<file path="src/rtl/cpca_pkg.sv">
// Package with types and constants of the current and power calculation engine.
package cpca_pkg;

   localparam int            SAMPLE_W   = 16;
   localparam int            CAL_W      = 15;
   localparam int            CUR_W      = 32;
   localparam int            PWR_W      = 48;
   localparam int            ACC_EXT_W  = 11;
   localparam int            AVG_W      = 11;
   localparam logic [10:0]   AVG_MAX    = 11'h400;
   localparam logic [10:0]   AVG_ONE    = 11'h001;
   localparam logic [10:0]   AVG_RST    = 11'h001;
   localparam int            DIV_STEPS  = 59;
   localparam logic [5:0]    DIV_CNT_RST = 6'h00;

   // Channel select of the shared converter.
   typedef enum logic [1:0]
   {
      CPCA_CH_SHUNT = 2'h0,
      CPCA_CH_BUS   = 2'h1,
      CPCA_CH_TEMP  = 2'h2
   } cpca_chan_e;

   // One converted sample as delivered by the conversion sequencer.
   typedef struct packed
   {
      logic                  valid;
      cpca_chan_e            chan;
      logic [SAMPLE_W-1:0]   data;
   } cpca_sample_s;

   // Configuration seen by the engine.
   typedef struct packed
   {
      logic                  continuous;
      logic                  trigger;
      logic [AVG_W-1:0]      avg_count;
      logic [CAL_W-1:0]      shunt_cal;
   } cpca_cfg_s;

   typedef enum logic [4:0]
   {
      CPCA_IDLE  = 5'b00001,
      CPCA_RUN   = 5'b00010,
      CPCA_DIVC  = 5'b00100,
      CPCA_DIVP  = 5'b01000,
      CPCA_DONE  = 5'b10000
   } cpca_state_e;

endpackage : cpca_pkg

</file>
<file path="src/rtl/cpca_divider.sv">
// Serial restoring divider that turns an accumulated sum into an average.
`timescale 1ns/10ps
module cpca_divider
   import cpca_pkg::*;
(
   // Clock and reset
   input  wire logic                 clk,
   input  wire logic                 rst_n,
   // Request
   input  wire logic                 start,
   input  wire logic signed [58:0]   dividend,
   input  wire logic [AVG_W-1:0]     divisor,
   // Result
   output logic                      done,
   output logic signed [58:0]        quotient
);

   typedef struct packed
   {
      logic          busy;
      logic          done;
      logic          neg;
      logic [5:0]    cnt;
      logic [58:0]   rem;
      logic [58:0]   quo;
      logic [58:0]   q_out;
   } cpca_div_s;

   cpca_div_s st_r;
   cpca_div_s st_nxt;

   always_comb
   begin
      logic [59:0] trial;
      trial  = '0;
      st_nxt = st_r;
      st_nxt.done = 1'b0;
      if (start)
      begin
         st_nxt.busy = 1'b1;
         st_nxt.neg  = dividend[58];
         st_nxt.quo  = dividend[58] ? 59'(-dividend) : dividend;
         st_nxt.rem  = '0;
         st_nxt.cnt  = DIV_CNT_RST;
      end
      else if (st_r.busy)
      begin
         trial = {st_r.rem, st_r.quo[58]} - {49'h0, divisor};
         if (!trial[59])
         begin
            st_nxt.rem = trial[58:0];
            st_nxt.quo = {st_r.quo[57:0], 1'b1};
         end
         else
         begin
            st_nxt.rem = {st_r.rem[57:0], st_r.quo[58]};
            st_nxt.quo = {st_r.quo[57:0], 1'b0};
         end
         st_nxt.cnt = st_r.cnt + 6'h01;
         if (st_r.cnt == 6'(DIV_STEPS - 1))
         begin
            st_nxt.busy  = 1'b0;
            st_nxt.done  = 1'b1;
            st_nxt.q_out = st_r.neg ? 59'(-st_nxt.quo) : st_nxt.quo;
         end
      end
   end

   always_ff @(posedge clk or negedge rst_n)
   begin
      if (!rst_n)
         st_r <= '0;
      else
         st_r <= st_nxt;
   end

   assign done     = st_r.done;
   assign quotient = st_r.q_out;

endmodule : cpca_divider

</file>
<file path="src/rtl/cpca_engine.sv">
// Background current and power calculation engine with averaging accumulator.
// Functional notes
// - New current and power after shunt+bus pair.
// - Power uses previous current times newest bus.
// - Zero shunt calibration forces zero power.
// - Averaging above one accumulates intermediate results.
// - Load outputs only after full averaging set.
// - Arithmetic runs beside conversions, never stalls them.
// - Samples arrive one multiplexed channel at a time.
// - Continuous and triggered single-pass modes supported.
// - Averaging count programmable one to 1024.
// - Outputs hold until next completed average.
`timescale 1ns/10ps
module cpca_engine
   import cpca_pkg::*;
(
   // Clock and reset
   input  wire logic                 REF_CLK,
   input  wire logic                 RSTN,
   // Sample stream from the conversion sequencer
   input  wire cpca_sample_s         SAMPLE,
   // Configuration
   input  wire cpca_cfg_s            CFG,
   // Results
   output logic signed [CUR_W-1:0]   CURRENT,
   output logic [PWR_W-1:0]          POWER,
   output logic                      RESULT_READY,
   output logic                      BUSY
);

   typedef struct packed
   {
      cpca_state_e                state;
      logic                       have_shunt;
      logic                       have_cur;
      logic signed [CUR_W-1:0]    cur_last;
      logic [SAMPLE_W-1:0]        bus_last;
      logic [AVG_W-1:0]           avg_cnt;
      logic [AVG_W-1:0]           avg_done;
      logic signed [58:0]         acc_cur;
      logic signed [58:0]         acc_pwr;
      logic                       div_go;
      logic signed [CUR_W-1:0]    cur_out;
      logic [PWR_W-1:0]           pwr_out;
      logic                       ready;
      logic                       busy;
   } cpca_st_s;

   cpca_st_s            st_r;
   cpca_st_s            st_nxt;
   logic                div_done;
   logic signed [58:0]  div_q;
   logic signed [58:0]  div_in;

   // The dividend follows the state, so the power sum reaches the divider only
   // after the current average has been taken.
   assign div_in = (st_r.state == CPCA_DIVP) ? st_r.acc_pwr : st_r.acc_cur;

   cpca_divider u_div
   (
      .clk      (REF_CLK),
      .rst_n    (RSTN),
      .start    (st_r.div_go),
      .dividend (div_in),
      .divisor  (st_r.avg_cnt),
      .done     (div_done),
      .quotient (div_q)
   );

   always_comb
   begin
      logic signed [CUR_W-1:0] cur_new;
      logic [PWR_W-1:0]        pwr_new;
      logic                    pair;
      logic [AVG_W-1:0]        cnt_cfg;
      logic [CUR_W-1:0]        cur_mag;
      logic                    set_full;
      cur_new  = '0;
      pwr_new  = '0;
      pair     = 1'b0;
      cur_mag  = '0;
      set_full = 1'b0;
      cnt_cfg  = CFG.avg_count;
      // A count of zero or above the largest set cannot be honoured, so it
      // falls back to a single conversion instead of stalling the pass.
      if (cnt_cfg == 11'h000 || cnt_cfg > AVG_MAX)
         cnt_cfg = AVG_ONE;
      st_nxt = st_r;
      st_nxt.div_go = 1'b0;
      // The engine never back-pressures the sequencer; samples are taken only in the run state.
      if (SAMPLE.valid && st_r.state == CPCA_RUN)
      begin
         case (SAMPLE.chan)
            CPCA_CH_SHUNT:
            begin
               // No LSB scaling is applied: the current is sample times calibration.
               cur_new = CUR_W'($signed(SAMPLE.data) * $signed({1'b0, CFG.shunt_cal}));
               st_nxt.cur_last   = cur_new;
               st_nxt.have_shunt = 1'b1;
               st_nxt.have_cur   = 1'b1;
            end
            CPCA_CH_BUS:
            begin
               st_nxt.bus_last = SAMPLE.data;
               pair = st_r.have_shunt;
            end
            default:
            begin
               // Temperature has no part in current or power, and a pending shunt
               // sample must survive it so that the pair is not broken.
               st_nxt.have_shunt = st_r.have_shunt;
            end
         endcase
      end
      if (pair)
      begin
         // Previous current only, so a later shunt sample cannot leak in.
         // Power is reported as a magnitude, so the current is folded first.
         if (st_r.cur_last[CUR_W-1])
            cur_mag = $unsigned(-st_r.cur_last);
         else
            cur_mag = $unsigned(st_r.cur_last);
         if (CFG.shunt_cal != '0 && st_r.have_cur)
            pwr_new = PWR_W'(cur_mag * SAMPLE.data);
         else
            pwr_new = '0;
         st_nxt.have_shunt = 1'b0;
         // The sums are sized for a full set of 1024 extreme samples, so the
         // accumulator can never wrap before the divide.
         st_nxt.acc_cur  = st_r.acc_cur + 59'(st_r.cur_last);
         st_nxt.acc_pwr  = st_r.acc_pwr + 59'(pwr_new);
         st_nxt.avg_done = st_r.avg_done + 11'h001;
         set_full        = (st_r.avg_done + 11'h001) >= st_r.avg_cnt;
         if (set_full)
         begin
            st_nxt.state  = CPCA_DIVC;
            st_nxt.div_go = 1'b1;
         end
      end
      case (st_r.state)
         CPCA_IDLE:
         begin
            if (CFG.continuous || CFG.trigger)
            begin
               st_nxt.state    = CPCA_RUN;
               st_nxt.avg_cnt  = cnt_cfg;
               st_nxt.avg_done = '0;
               st_nxt.acc_cur  = '0;
               st_nxt.acc_pwr  = '0;
               // Ready drops only when a fresh pass starts from idle, so a
               // free-running engine keeps it set between sets.
               st_nxt.ready    = 1'b0;
               st_nxt.have_shunt = 1'b0;
            end
         end
         CPCA_RUN:
         begin
            // Samples are taken above; the pass leaves this state only when the
            // set is full, so the sequencer never waits on the arithmetic.
            st_nxt.state = st_nxt.state;
         end
         // One serial divider serves both averages in turn; it costs some
         // sixty cycles each but saves a second wide divider.
         CPCA_DIVC:
         begin
            if (div_done)
            begin
               st_nxt.cur_out = CUR_W'(div_q);
               st_nxt.state   = CPCA_DIVP;
               st_nxt.div_go  = 1'b1;
            end
         end
         CPCA_DIVP:
         begin
            if (div_done)
            begin
               // Ready rises with the power word, the later of the two loads; a pass that does not start
               // from idle keeps ready set, so the new current is seen beside the old power.
               st_nxt.pwr_out = PWR_W'(div_q);
               st_nxt.ready   = 1'b1;
               st_nxt.state   = CPCA_DONE;
            end
         end
         CPCA_DONE:
         begin
            // Triggered mode returns to idle from here until the next trigger request.
            st_nxt.avg_done = '0;
            st_nxt.acc_cur  = '0;
            st_nxt.acc_pwr  = '0;
            st_nxt.avg_cnt  = cnt_cfg;
            st_nxt.have_shunt = 1'b0;
            if (CFG.continuous || CFG.trigger)
               st_nxt.state = CPCA_RUN;
            else
               st_nxt.state = CPCA_IDLE;
         end
         default:
            st_nxt.state = CPCA_IDLE;
      endcase
      // Busy is registered beside the state so that the output leaves a flip-flop.
      st_nxt.busy = (st_nxt.state != CPCA_IDLE);
   end

   always_ff @(posedge REF_CLK or negedge RSTN)
   begin
      if (!RSTN)
      begin
         st_r         <= '0;
         st_r.state   <= CPCA_IDLE;
         // The count resets to one; the first pass still loads the configured count when it leaves idle.
         st_r.avg_cnt <= AVG_RST;
      end
      else
         st_r <= st_nxt;
   end

   assign CURRENT      = st_r.cur_out;
   assign POWER        = st_r.pwr_out;
   assign RESULT_READY = st_r.ready;
   assign BUSY         = st_r.busy;

endmodule : cpca_engine

</file>
<file path="config.mk">
export PLATFORM = sky130hd
export DESIGN_NAME = cpca_engine
export DESIGN_NICKNAME = d
export VERILOG_FILES = /design/src/rtl/cpca_pkg.sv /design/src/rtl/cpca_divider.sv /design/src/rtl/cpca_engine.sv
export SDC_FILE = /design/constraint.sdc
export NUM_CORES = 2
export LEC_CHECK = 0
export ABC_AREA = 1
export ABC_CLOCK_PERIOD_IN_PS = 11100
export BUFFER_PORTS_ARGS = -buffer_cell sky130_fd_sc_hd__buf_2
export CORE_ASPECT_RATIO = 1.5
export CORE_MARGIN = 3
export CORE_UTILIZATION = 40
export DETAILED_ROUTE_END_ITERATION = 8
export PLACE_DENSITY = 0.51
export SLEW_MARGIN = 15
export SYNTH_ARGS = -nofsm -noshare
export SYNTH_HDL_FRONTEND = slang
export SYNTH_HIERARCHICAL = 1
export SYNTH_SLANG_ARGS = --single-unit
</file>
<file path="constraint.sdc">
create_clock -name REF_CLK -period 11.1 [get_ports REF_CLK]
set_input_delay 2.22 -clock REF_CLK [delete_from_list [all_inputs] [get_ports REF_CLK]]
set_output_delay 2.22 -clock REF_CLK [all_outputs]
set_load 0.1 [all_outputs]
</file>
==> results.md <==
* R2R cell count at 43
* CP max stage delay at approximately 0.56 ns
* Starting Density at 0.404
* Clk_lat worst skew at between 0.6 and 0.7 ns
* Register-to-register setup slack at 0.85 ns
* CTS Buf Count at between 40 and 50
* # DRC at 0
* Arr. time, crit path at ~11 ns
* Via count at between 50000 and 60000
* Mapped Cells at 8557
* CP max stage cell: nand2_1
* Cell Count, Final, Fillers Out at 10434
* Antenna viol nets, final at 0
* Nets at 9523
* Chip Width at roughly 320 um
* Min Tclk post-route at 10.25 ns
* Worst R2R End: st_r[139]$_DFF_PN0_
* Total clock sinks at between 400 and 500
* Post-route setup TNS at 0 ns
* Final Hold Viols at 0
* Gr usage total at 0.298
* Hold endpoint: CURRENT[11]$_DFFE_PN0P_
* Final Skew at around 0.038 ns
* # placed instances at 10348
* Critical path class: flip-flop to flip-flop
* CP Capture Type: flip-flop
* Post-CTS Setup Inserts at 0
* HP Class: flip-flop to flip-flop
* H-Tree Depth at 2
* Number of fill cells at around 16000
* Cts hold-fix bufs at 0
* Status: complete, no violations
* Ratio of cells with drive above 1 in the final layout at 0.0561
* CTS tree: built
* Synth Warn # at 6
* Final slew viol count at 0
* Final setup vio count at 0
* Syn Nets at 9609
* Port bufs at 130
* Cell mode on critical path: inv_1
* Routability cong. at 1.00
* DR WL/cell at approximately 22 um
* Max Root-Sink Buffers at 3
* Die Span Y at 481 um
* Buf/Inv on CP at 11
* Total grt overflow at 0
* Hold_ws at 0.465 ns
* Critical register-to-register path startpoint: st_r[240]$_DFFE_PN0P_
* Worst setup SP type: flip-flop
* First-pass GRT wire length at 349000 um
* Delay-heaviest family, CP: adder cells
* Mean Syn Cell Area at around 7 um^2
* DR iter-0 viols at roughly 3400
* Worst-margin pin slew at 1.07 ns
* Required time of the critical path at 11.63 ns
* Final period util at 0.923
* Root Buffer Master: clkbuf_16
* FMAX at 97.6 MHz
* Max-slew headroom at 0.279
* Post-Route WL at about 230000 um
* PostCTS Resize Cnt at 0
* Vias/cell at around 5.3
* DR pass1 iterations at 9
* I/O Pins at 131
* Initial antenna violation count at 3
* Hold Path Stages at 2
* P&R area growth vs syn at 5.98%
* Vias in the first global route at a little under 60000
* Clock slew at reported path FFs at 0.07 ns
* HP Start: CURRENT[11]$_DFFE_PN0P_
* RSZ-0062 raised after global routing: no
* Pin count of the biggest net entering global routing at 152
* Total die area at between 150000 and 200000 um^2
* Maximum capacitance violations at 0
* Row count at 173
* Syn Std Cell Area at 60000 um^2
* Post-DP HPWL at 191000 um
* Core area at 149000 um^2
* Max FO, Critical Path at 7
[cell usage in the layout, fill, tap and decap left out, types with 12 or more instances in the layout]
cell,n
nand2_1,2144
inv_1,1622
nor2_1,865
fa_1,667
o21ai_0,479
nand3_1,464
dfrtp_1,434
a21oi_1,377
ha_1,336
buf_2,129
buf_4,122
nor3_1,93
nand4_1,77
xor2_1,65
nor4_1,50
o221ai_1,50
clkbuf_16,46
o22ai_1,44
o21ai_1,44
o21bai_1,40
xnor2_1,35
or2_2,25
nand2_2,23
a31oi_1,21
inv_2,20
nor2_2,20
a21o_1,18
o211ai_1,16
nor2_4,14
a21boi_0,13
clkbuf_1,12
[flip-flops by register name, indices dropped and copies added (netlist names)]
name	cells
BUSY	1
CURRENT	32
POWER	48
RESULT_READY	1
st_r	180
u_div/done	1
u_div/quotient	48
u_div/st_r	126
[metal layers]
metal,vias to the layer above,routed length [um],global-route usage
met5,-,0,0
met4,0,20400,0.213
met3,610,8230,0.0234
met2,1577,120000,0.559
met1,26784,82300,0.311
li1,26225,-,-
[per-stage QoR]
step	setup WS (ns)	utilization	cell area, um^2
3_3_place_gp	0.695	0.418	62100
5_1_grt	0.365	0.428	63600
6_report	0.850	0.428	63600
3_5_place_dp	0.693	0.418	62100
2_1_floorplan	2.28	-	60000
4_1_cts	1.11	0.428	63600
[final cells by class]
| cell class | count | area, um^2 | share of cell area |
|---|---|---|---|
| diodes | 3 | 7.51 | 0.000118 |
| clock buffers | 66 | 1310 | 0.0205 |
| clock inverters | 17 | 216 | 0.00340 |
| inverters | 1653 | 6210 | 0.0976 |
| multi-input cells | 6077 | 40900 | 0.643 |
| flip-flops and latches | 437 | 10900 | 0.172 |
| well taps | 1925 | 2410 | 0.0378 |
| repair buffers | 256 | 1660 | 0.0260 |
[worst reg2reg max path: cells and delay by family (launching register included)]
| family | cells | cell delay, ns |
|---|---|---|
| DFF | 1 | 0.43 |
| buffers and inverters | 11 | 1.47 |
| and+or+nand+nor | 19 | 3.29 |
| adders and majority gates | 8 | 3.63 |
| AOI/OAI and AO/OA | 5 | 1.34 |
[worst max-delay path by stage]
stage / start / slack [ns] / depth (start not counted) / endpoint
3_5_place_dp: SAMPLE[5] / 0.69 / 35 / st_r[139]$_DFF_PN0_
3_3_place_gp: SAMPLE[5] / 0.70 / 35 / st_r[131]$_DFF_PN0_
2_1_floorplan: SAMPLE[7] / 2.28 / 34 / st_r[139]$_DFF_PN0_
4_1_cts: st_r[240]$_DFFE_PN0P_ / 1.11 / 44 / st_r[139]$_DFF_PN0_
6_report: st_r[240]$_DFFE_PN0P_ / 0.85 / 43 / st_r[139]$_DFF_PN0_
5_1_grt: st_r[240]$_DFFE_PN0P_ / 0.37 / 43 / st_r[139]$_DFF_PN0_
Power is left out: the tool's default activity adds up to more than one toggle a clock period on the data nets, which glitch-free logic cannot reach.
